<file path="src/common/rda_consts.vh">
// Purpose: Shared constants for the 1:1 redundancy arbiter
// Assumes: 100 MHz sys_clk, APB slave with 32-bit words
// Notes: Offsets are byte addresses
`ifndef RDA_CONSTS_VH
`define RDA_CONSTS_VH

// Register byte offsets
`define RDA_OFF_CTRL 12'h000
`define RDA_OFF_DELAY 12'h004
`define RDA_OFF_HOLD 12'h008
`define RDA_OFF_STATUS 12'h00C
`define RDA_OFF_TRIAL 12'h010

// Control field positions
`define RDA_CTRL_ROLE 0
`define RDA_CTRL_REDEN 1
`define RDA_CTRL_PREF_LO 2
`define RDA_CTRL_PREF_HI 3
`define RDA_CTRL_IFEN 4
`define RDA_CTRL_RELSEL 5
`define RDA_CTRL_ACREN 6
`define RDA_CTRL_TRIALEN 7
`define RDA_CTRL_CFGREQ 8
`define RDA_CTRL_W 9

// Reset values
`define RDA_CTRL_RST 9'h000
`define RDA_DELAY_RST 32'h0000_0100
`define RDA_HOLD_RST 32'h0000_0200

// Preference encodings
`define RDA_PREF_PRIMARY 2'h0
`define RDA_PREF_BACKUP 2'h1
`define RDA_PREF_AUTO 2'h2

// Partner silence limit in cycles
`define RDA_PEER_TIMEOUT 32'h0000_1000

// Trial budget: 1000 hours
`define RDA_TRIAL_HOURS 1000
`define RDA_CLK_MHZ 100
`define RDA_TRIAL_CYCLES (64'd1000 * 64'd3600 * 64'd100 * 64'd1000000)

`endif

</file>
<file path="src/rda_timer.v">
// Purpose: Restartable down-counter that flags expiry
// Assumes: Same clock as the arbiter
// Notes: Restart loads the limit; done holds until restart
module rda_timer (
	// Clock and reset
	input wire sys_clk,
	input wire sys_rst,
	// Control
	input wire restart,
	input wire run,
	input wire [31:0] limit,
	// Status
	output wire done
);
	reg [31:0] count_reg; // Remaining ticks

	// Load on restart, count down while running
	always @(posedge sys_clk or posedge sys_rst) begin
		if (sys_rst) begin
			count_reg <= 32'h0000_0000;
		end else if (restart) begin
			count_reg <= limit;
		end else if (run && count_reg != 32'h0000_0000) begin
			count_reg <= count_reg - 32'h0000_0001;
		end
	end

	assign done = (count_reg == 32'h0000_0000) && !restart;
endmodule // rda_timer

</file>
<file path="src/rda_arbiter.v">
// Purpose: Decide which modem of a 1:1 pair is online and gate its outputs
// Assumes: Peer status and alarm inputs are asynchronous pins
// Notes: Registers reached over APB; no interrupts
//
// The placing of the registers and the APB interface to the registers were decided locally.
`include "rda_consts.vh"

// Contract
// - Stand-alone enables outputs at once
// - Stand-alone transmit follows IF enable, no alarm
// - Stand-alone interface never alarm-gated
// - Stand-alone sends no partner status
// - Disabled 1:1 keeps interface muted
// - Disabled 1:1 still exchanges status
// - Silent partner means partner failed; go online
// - Primary rejects configuration from backup
// - Primary sends config only on backup request
// - Backup config overwritten by primary transfer
// - Backup stays online only while less severe
// - Worse backup returns duty after delay
// - Primary cleared: backup holds, then returns
// - Equal faults: primary is online
// - Auto: config flows from online unit
// - Auto failover sticky, switch on worse fault
// - Auto equal faults: online keeps duty
// - Auto config recovery off in redundancy
// - Trial counts down only transmitting and locked
// - Never-online backup never starts trial
// - Offline unit keeps transmit off
// - Switch request from selected relay A/B
module rda_arbiter (
	// Clock and reset
	input wire sys_clk,
	input wire sys_rst,
	// APB slave
	input wire psel,
	input wire penable,
	input wire pwrite,
	input wire [11:0] paddr,
	input wire [31:0] pwdata,
	output reg [31:0] prdata,
	output wire pready,
	output wire pslverr,
	// Local alarm pins
	input wire [7:0] alarmIn,
	input wire relayA,
	input wire relayB,
	input wire inhibitAlarm,
	input wire carrierLock,
	input wire rxCarrierLost,
	// Partner status channel
	input wire peerValid,
	input wire [3:0] peerSeverity,
	input wire peerOnline,
	input wire peerIsBackup,
	input wire peerSwitchReq,
	input wire peerCfgReq,
	input wire peerCfgPush,
	output reg statusValid,
	output reg [3:0] statusSeverity,
	output reg statusOnline,
	output reg statusIsBackup,
	output reg switchReq,
	output reg cfgReqOut,
	// Configuration transfer control
	output reg cfgSend,
	output reg cfgAccept,
	// Output gating
	output reg txEnable,
	output reg ifaceEnable,
	output reg acrEnable,
	output reg trialExpired
);
	// Synchroniser stages for pin inputs
	reg [17:0] sync1Reg;
	reg [17:0] sync2Reg;
	wire [17:0] pinIn;
	assign pinIn = {alarmIn, relayA, relayB, inhibitAlarm, carrierLock, rxCarrierLost,
		peerValid, peerOnline, peerIsBackup, peerSwitchReq, peerCfgReq};
	reg [3:0] peerSev1Reg;
	reg [3:0] peerSev2Reg;
	reg peerPush1Reg;
	reg peerPush2Reg;
	reg [3:0] peerSev3Reg; // Third stage, compared with the second
	reg [3:0] peerSevHeldReg; // Partner rank seen steady for two cycles

	// Two-flop synchronisers; first stage feeds only the second
	always @(posedge sys_clk or posedge sys_rst) begin
		if (sys_rst) begin
			sync1Reg <= 18'h00000;
			sync2Reg <= 18'h00000;
			peerSev1Reg <= 4'h0;
			peerSev2Reg <= 4'h0;
			peerSev3Reg <= 4'h0;
			peerSevHeldReg <= 4'h0;
			peerPush1Reg <= 1'b0;
			peerPush2Reg <= 1'b0;
		end else begin
			sync1Reg <= pinIn;
			sync2Reg <= sync1Reg;
			peerSev1Reg <= peerSeverity;
			peerSev2Reg <= peerSev1Reg;
			peerSev3Reg <= peerSev2Reg;
			// Take the rank only when all bits agree, so skew never shows a false rank
			if (peerSev2Reg == peerSev3Reg) begin
				peerSevHeldReg <= peerSev2Reg;
			end
			peerPush1Reg <= peerCfgPush;
			peerPush2Reg <= peerPush1Reg;
		end
	end

	// Synchronised views
	wire [7:0] sAlarm = sync2Reg[17:10];
	wire sRelayA = sync2Reg[9];
	wire sRelayB = sync2Reg[8];
	wire sInhibit = sync2Reg[7];
	wire sLock = sync2Reg[6];
	wire sRxLost = sync2Reg[5];
	wire sPeerValid = sync2Reg[4];
	wire sPeerOnline = sync2Reg[3];
	wire sPeerBackup = sync2Reg[2];
	wire sPeerSwReq = sync2Reg[1];
	wire sPeerCfgReq = sync2Reg[0];

	// Software registers
	reg [`RDA_CTRL_W-1:0] ctrlReg;
	reg [31:0] delayReg;
	reg [31:0] holdReg;
	wire roleOneToOne = ctrlReg[`RDA_CTRL_ROLE];
	wire redEnable = ctrlReg[`RDA_CTRL_REDEN];
	wire [1:0] pref = ctrlReg[`RDA_CTRL_PREF_HI:`RDA_CTRL_PREF_LO];
	wire ifOutEnable = ctrlReg[`RDA_CTRL_IFEN];
	wire relaySel = ctrlReg[`RDA_CTRL_RELSEL];
	wire acrUser = ctrlReg[`RDA_CTRL_ACREN];
	wire trialOn = ctrlReg[`RDA_CTRL_TRIALEN];
	wire cfgReqUser = ctrlReg[`RDA_CTRL_CFGREQ];

	// APB decode: zero-wait, always ready
	wire apbWrite = psel && penable && pwrite;
	assign pready = 1'b1;
	wire addrHit = (paddr == `RDA_OFF_CTRL) || (paddr == `RDA_OFF_DELAY) ||
		(paddr == `RDA_OFF_HOLD) || (paddr == `RDA_OFF_STATUS) || (paddr == `RDA_OFF_TRIAL);
	assign pslverr = psel && penable && !addrHit;

	// Register writes; config request bit self-clears after one cycle
	always @(posedge sys_clk or posedge sys_rst) begin
		if (sys_rst) begin
			ctrlReg <= `RDA_CTRL_RST;
			delayReg <= `RDA_DELAY_RST;
			holdReg <= `RDA_HOLD_RST;
		end else begin
			ctrlReg[`RDA_CTRL_CFGREQ] <= 1'b0;
			if (apbWrite) begin
				case (paddr)
					`RDA_OFF_CTRL: begin
						ctrlReg <= pwdata[`RDA_CTRL_W-1:0];
					end
					`RDA_OFF_DELAY: begin
						delayReg <= pwdata;
					end
					`RDA_OFF_HOLD: begin
						holdReg <= pwdata;
					end
					default: begin
					end
				endcase
			end
		end
	end

	// Local severity: count of active alarms
	reg [3:0] localSev;
	integer i;
	always @* begin
		localSev = 4'h0;
		for (i = 0; i < 8; i = i + 1) begin
			localSev = localSev + {3'h0, sAlarm[i]};
		end
	end

	// Partner silence watchdog
	reg [31:0] silentReg;
	wire peerLost = (silentReg >= `RDA_PEER_TIMEOUT);
	always @(posedge sys_clk or posedge sys_rst) begin
		if (sys_rst) begin
			silentReg <= 32'h0000_0000;
		end else if (sPeerValid) begin
			silentReg <= 32'h0000_0000;
		end else if (!peerLost) begin
			silentReg <= silentReg + 32'h0000_0001;
		end
	end

	// Severity comparisons; lost partner ranks worst
	wire [3:0] peerSev = peerLost ? 4'hF : peerSevHeldReg;
	wire localWorse = localSev > peerSev;
	wire localBetter = localSev < peerSev;
	reg [3:0] prevLocalReg;
	reg [3:0] prevPeerReg;
	wire sevChange = (prevLocalReg != localSev) || (prevPeerReg != peerSev);

	// Arbiter states
	localparam ST_OFF = 4'b0001; // Offline
	localparam ST_ON = 4'b0010; // Online, settled
	localparam ST_DELAY = 4'b0100; // Online, waiting delay to hand back
	localparam ST_HOLD = 4'b1000; // Online, waiting hold to hand back
	reg [3:0] state_reg;
	reg [3:0] state_next;

	// Timers for switch delay and hold
	wire delayDone;
	wire holdDone;
	wire delayRestart = sevChange || (state_reg != ST_DELAY);
	wire holdRestart = sevChange || (state_reg != ST_HOLD);
	rda_timer uDelay (
		.sys_clk(sys_clk),
		.sys_rst(sys_rst),
		.restart(delayRestart),
		.run(1'b1),
		.limit(delayReg),
		.done(delayDone)
	);
	rda_timer uHold (
		.sys_clk(sys_clk),
		.sys_rst(sys_rst),
		.restart(holdRestart),
		.run(1'b1),
		.limit(holdReg),
		.done(holdDone)
	);

	// Next-state arbitration in 1:1 role
	always @* begin
		state_next = state_reg;
		case (state_reg)
			ST_OFF: begin
				if (peerLost) begin
					state_next = ST_ON;
				end else if (pref == `RDA_PREF_PRIMARY) begin
					if (!localWorse) begin
						state_next = ST_ON;
					end
				end else if (localBetter) begin
					state_next = ST_ON;
				end else if (!sPeerOnline && !localWorse && pref == `RDA_PREF_AUTO) begin
					state_next = ST_ON;
				end
			end
			ST_ON: begin
				if (pref == `RDA_PREF_PRIMARY) begin
					if (localWorse) begin
						state_next = ST_OFF;
					end
				end else if (localWorse) begin
					state_next = ST_DELAY;
				end else if (pref == `RDA_PREF_BACKUP && !localBetter) begin
					state_next = ST_HOLD;
				end
			end
			ST_DELAY: begin
				if (peerLost || !localWorse) begin
					state_next = ST_ON;
				end else if (delayDone) begin
					state_next = ST_OFF;
				end
			end
			ST_HOLD: begin
				if (peerLost || localBetter) begin
					state_next = ST_ON;
				end else if (localWorse) begin
					state_next = ST_DELAY;
				end else if (holdDone) begin
					state_next = ST_OFF;
				end
			end
			default: begin
				state_next = ST_OFF;
			end
		endcase
		if (!roleOneToOne || !redEnable) begin
			state_next = ST_OFF;
		end
	end

	// State and severity history
	always @(posedge sys_clk or posedge sys_rst) begin
		if (sys_rst) begin
			state_reg <= ST_OFF;
			prevLocalReg <= 4'h0;
			prevPeerReg <= 4'h0;
		end else begin
			state_reg <= state_next;
			prevLocalReg <= localSev;
			prevPeerReg <= peerSev;
		end
	end

	wire online = (state_reg != ST_OFF);

	// Output gating and partner status
	always @(posedge sys_clk or posedge sys_rst) begin
		if (sys_rst) begin
			txEnable <= 1'b0;
			ifaceEnable <= 1'b0;
			statusValid <= 1'b0;
			statusSeverity <= 4'h0;
			statusOnline <= 1'b0;
			statusIsBackup <= 1'b0;
			switchReq <= 1'b0;
			acrEnable <= 1'b0;
		end else if (!roleOneToOne) begin
			ifaceEnable <= 1'b1;
			txEnable <= ifOutEnable && !sInhibit;
			statusValid <= 1'b0;
			statusSeverity <= 4'h0;
			statusOnline <= 1'b0;
			statusIsBackup <= 1'b0;
			switchReq <= 1'b0;
			acrEnable <= acrUser;
		end else begin
			ifaceEnable <= redEnable && online;
			txEnable <= redEnable && online && ifOutEnable && !sInhibit;
			statusValid <= 1'b1;
			statusSeverity <= localSev;
			statusOnline <= online;
			statusIsBackup <= (pref == `RDA_PREF_BACKUP);
			switchReq <= relaySel ? sRelayB : sRelayA;
			acrEnable <= 1'b0;
		end
	end

	// Configuration transfer direction
	wire pushFromBackup = peerPush2Reg && sPeerBackup;
	always @(posedge sys_clk or posedge sys_rst) begin
		if (sys_rst) begin
			cfgSend <= 1'b0;
			cfgAccept <= 1'b0;
			cfgReqOut <= 1'b0;
		end else if (!roleOneToOne) begin
			cfgSend <= 1'b0;
			cfgAccept <= 1'b0;
			cfgReqOut <= 1'b0;
		end else begin
			case (pref)
				`RDA_PREF_PRIMARY: begin
					cfgSend <= sPeerCfgReq && sPeerBackup;
					cfgAccept <= peerPush2Reg && !pushFromBackup;
					cfgReqOut <= 1'b0;
				end
				`RDA_PREF_BACKUP: begin
					cfgSend <= 1'b0;
					cfgAccept <= peerPush2Reg && !sPeerBackup;
					cfgReqOut <= cfgReqUser;
				end
				default: begin
					cfgSend <= online && sPeerCfgReq;
					cfgAccept <= !online && peerPush2Reg;
					cfgReqOut <= !online && cfgReqUser;
				end
			endcase
		end
	end

	// Trial countdown
	reg [63:0] trialReg;
	reg everOnlineReg;
	wire trialRun = trialOn && txEnable && sLock && !trialExpired;
	always @(posedge sys_clk or posedge sys_rst) begin
		if (sys_rst) begin
			trialReg <= 64'h0000_0000_0000_0000;
			everOnlineReg <= 1'b0;
			trialExpired <= 1'b0;
		end else begin
			// Only real online duty counts; stand-alone is handled below
			if (online) begin
				everOnlineReg <= 1'b1;
			end
			if (!trialOn) begin
				trialReg <= `RDA_TRIAL_CYCLES;
				trialExpired <= 1'b0;
			end else if (trialRun &&
				(everOnlineReg || !roleOneToOne || pref != `RDA_PREF_BACKUP)) begin
				trialReg <= trialReg - 64'h0000_0000_0000_0001;
				trialExpired <= (trialReg == 64'h0000_0000_0000_0001);
			end
		end
	end

	// APB read mux
	always @* begin
		prdata = 32'h0000_0000;
		case (paddr)
			`RDA_OFF_CTRL: prdata = {23'h000000, ctrlReg};
			`RDA_OFF_DELAY: prdata = delayReg;
			`RDA_OFF_HOLD: prdata = holdReg;
			`RDA_OFF_STATUS: prdata = {16'h0000, 2'h0, sPeerSwReq, sRxLost, peerLost, trialExpired,
				everOnlineReg, online, localSev, state_reg};
			`RDA_OFF_TRIAL: prdata = trialReg[63:32] == 32'h0 ? trialReg[31:0] : 32'hFFFF_FFFF;
			default: prdata = 32'h0000_0000;
		endcase
	end
endmodule // rda_arbiter

</file>
<file path="config.mk">
export PLATFORM = sky130hd
export DESIGN_NAME = rda_arbiter
export DESIGN_NICKNAME = d
export VERILOG_FILES = /design/src/rda_timer.v /design/src/rda_arbiter.v
export VERILOG_INCLUDE_DIRS = /design/src /design/src/common
export SDC_FILE = /design/constraint.sdc
export NUM_CORES = 1
export LEC_CHECK = 0
export BUFFER_PORTS_ARGS = -buffer_cell sky130_fd_sc_hd__buf_2
export CORE_ASPECT_RATIO = 2
export CORE_MARGIN = 4
export CORE_UTILIZATION = 25
export CTS_BUF_LIST = sky130_fd_sc_hd__clkbuf_2 sky130_fd_sc_hd__clkbuf_4 sky130_fd_sc_hd__clkbuf_8
export CTS_CLUSTER_SIZE = 40
export DETAILED_ROUTE_END_ITERATION = 10
export SETUP_SLACK_MARGIN = 0.3
export SYNTH_ARGS = -nofsm -noshare
export SYNTH_HDL_FRONTEND = slang
export SYNTH_SLANG_ARGS = --single-unit
</file>
<file path="constraint.sdc">
create_clock -name sys_clk -period 13.5 [get_ports sys_clk]
set_clock_uncertainty 0.1 [all_clocks]
set_input_delay 2.7 -clock sys_clk [delete_from_list [all_inputs] [get_ports sys_clk]]
set_output_delay 2.7 -clock sys_clk [all_outputs]
set_load 0.01 [all_outputs]
</file>
==> flow_metrics.py <==
metrics = {
    "power": {
        "combPwrFrac_pct": 11.6,
        "p_leak_nw": 8.161,
        "power_frac_clock_pct": 40.6,
        "power_density_nw_per_um2": 121.0,
        "seqPwrFrac_pct": 47.8,
        "internal-power_w": 0.001514,
        "switchingPower_w": 0.0005681,
        "netSwitchingFraction_pct": 27.28,
        "ir_worst_vdd_mv": 0.06553,
    },
    "synthesis": {
        "synth-edff-count": 0,
        "ys_seq_area_share_pct": 53.51,
        "syn_nets": 1476,
        "ys_top_cells_by_area": "dfrtp_1, mux2_2, xor2_1, xnor2_1, nor2_1",
        "synth_top_flop_cell": "dfrtp_1",
        "yosys.area.top_type": "dfrtp_1",
        "synth_cell_types": 68,
        "synth_top_cell_area_share_pct": 52.98,
        "synth.avg_cell_area_um2": 10.63,
        "yosysWarningCount": 0,
        "synthCells": 1387,
        "ys_seq_elements": 315,
        "synth_area_um2": 14740,
        "async_reset_ff_share_pct": 100.0,
    },
    "flow_run": {
        "drv_cap": 0,
    },
    "clock_tree": {
        "cts-hold-fix-buffers": 0,
        "post_cts_resized": 0,
        "path_clk_slew_ns": 0.06,
        "clk_latency_ns": 0.63,
        "clock_path_buffers": 3,
        "cts.sinks": 315,
        "tritoncts": "built",
        "cts-buffers-inserted": 47,
        "clock_tree.root_cell": "clkbuf_8",
        "cts.htree.levels": 2,
        "cts_setup_buffers": 0,
    },
    "sta": {
        "setup_violations": 0,
        "fmax_mhz": 129.1,
        "finalCriticalPeriod_ns": 7.748,
        "rsz0062_at_grt": "no",
        "period_share_pct": 57.39,
        "worst_pin_slew_ns": 1.183,
        "slew_headroom_pct": 20.99,
        "hold_violations": 0,
        "final_max_slew_viol_count": 0,
        "final.setup.worst_slack_ns": 5.752,
        "whs_ns": 0.2343,
        "fin_setup_tns_ns": 0,
    },
    "finish": {
        "largest_reg_flops": 64,
        "regMostFlops": "trialReg",
        "fin_area_um2": 17200,
        "mostFrequentLayoutCells": "dfrtp_1, nor2_1, nand2_1, buf_2, mux2_2",
        "fin_cells": 2305,
        "mostFrequentLayoutCell": "dfrtp_1",
        "synthToLayoutAreaGrowth_pct": 16.73,
        "drive_above_1_share_pct": 19.97,
        "nets": 1601,
    },
    "status": {
        "status": "completed",
    },
    "placed_design": {
        "dp_hpwl_mm": 30.93,
        "placed_cells": 2225,
        "place_ws_ns": 5.793,
        "place_congestion": 0.8427,
        "postPlaceCellArea_um2": 16210,
        "portBuffers": 119,
    },
    "critical_path": {
        "crit_required_ns": 10.70,
        "crit_type": "input port to output port",
        "cp_max_fo": 18,
        "cp.arrival_ns": 4.95,
        "setup.worst_path.end_class": "output port",
        "critPathLaunchType": "input port",
    },
    "floorplan": {
        "die_h_um": 351.4,
        "core_area_um2": 58180,
        "dieArea_um2": 63140,
        "die_w_um": 179.7,
        "ioPinCount": 121,
        "start_util_pct": 25.33,
        "placementRows": 125,
    },
    "drt": {
        "wl_per_cell_um": 18.32,
        "antenna_left": 0,
        "drt_first_pass_iters": 6,
        "drt-total-wl_mm": 42.24,
        "vias_per_cell": 4.776,
        "drt_iter0_markers": 642,
        "drc": 0,
        "vias": 11010,
    },
    "global_route": {
        "grt_max_degree": 106,
        "grt_use_total_pct": 13.20,
        "grt_pass1_wl_mm": 66.37,
        "grt_pass1_vias": 11750,
        "antenna_found_initial": 2,
        "overflow": 0,
    },
    "hold_path": {
        "min_path_type": "flop to flop",
    },
}
cell families after synthesis:
kind of cell	after synthesis	share of synthesized area, %
xor gates and xnor gates	131	7.785
adders and majority gates	17	1.647
other	1	0.02544
DFF	315	53.51
AOI/OAI and AO/OA	186	7.828
buffers and inverters	98	2.623
muxes	106	8.065
and+or+nand+nor	533	18.52
path summary, 6_finish.rpt:
path / from / to / slack, ns / cells after the start
min in group asynchronous: sys_rst / sync1Reg[11]$_DFF_PP0_ / 2.13 / 2
hold reg to reg: sync1Reg[0]$_DFF_PP0_ / sync2Reg[0]$_DFF_PP0_ / 0.23 / 0
setup reg to reg: sync2Reg[10]$_DFF_PP0_ / uDelay.count_reg[15]$_DFFE_PP0N_ / 8.67 / 15
setup / recovery: paddr[7] / prdata[24] / 5.75 / 9
max in group asynchronous: sys_rst / delayReg[26]$_DFFE_PP0P_ / 8.76 / 4
hold / removal: sync1Reg[0]$_DFF_PP0_ / sync2Reg[0]$_DFF_PP0_ / 0.23 / 0
layer usage:
| metal | global-route usage (%) | routed length [µm] | up-vias |
|---|---|---|---|
| met2 | 24.98 | 22690 | 328 |
| met4 | 7.471 | 2411 | 2 |
| li1 | - | - | 5086 |
| met5 | 0 | 17 | - |
| met1 | 13.99 | 15510 | 5476 |
| met3 | 1.754 | 1612 | 116 |
critical path, stage by stage:
cell	delay [ns]
buf_2	0.09
nor4_1	0.26
nand3_1	0.23
or2_1	0.57
nor3b_2	0.32
buf_4	0.33
a22oi_1	0.13
o21ai_1	0.12
buf_2	0.17
power by group through the flow:
stage,sequential [W],clock (W),combinational (W)
6_report,0.000995,0.000845,0.000242
5_1_grt,0.000998,0.000907,0.000273
4_1_cts,0.000995,0.000875,0.000246
3_5_place_dp,0.00101,0,0.000244
3_3_place_gp,0.00101,0,0.000240
2_1_floorplan,0.00100,0,0.000164
cell type report:
type	instances	area, µm²
timing repair buffer	137	730.7
sequential	315	7886
antenna	1	2.502
fill	6067	40980
inverter	37	146.4
multi-input combinational	974	6494
tap	762	953.4
clock buffer	66	833.3
clock inverter	13	157.7
Yosys cell counts (all sizes together), types with 13 or more instances:
cell type	instances
nor4	34
inv	37
nand4	18
o21ai	82
o31ai	18
nand2	134
or3	18
nor2	138
clkbuf	51
mux2	102
nor3	44
a21oi	17
nand3	24
nor2b	32
dfrtp	312
or4	20
nor3b	16
xnor2	65
o22ai	14
a22oi	32
ha	13
xor2	66
stage by stage:
stage	total power, W	util, %
floorplan	0.001168	-
global placement	0.001251	27.86
detailed placement	0.001256	27.86
CTS	0.002116	29.57
global route	0.002178	29.57
finish	0.002082	29.57
Power figures use the tool's default switching activity.
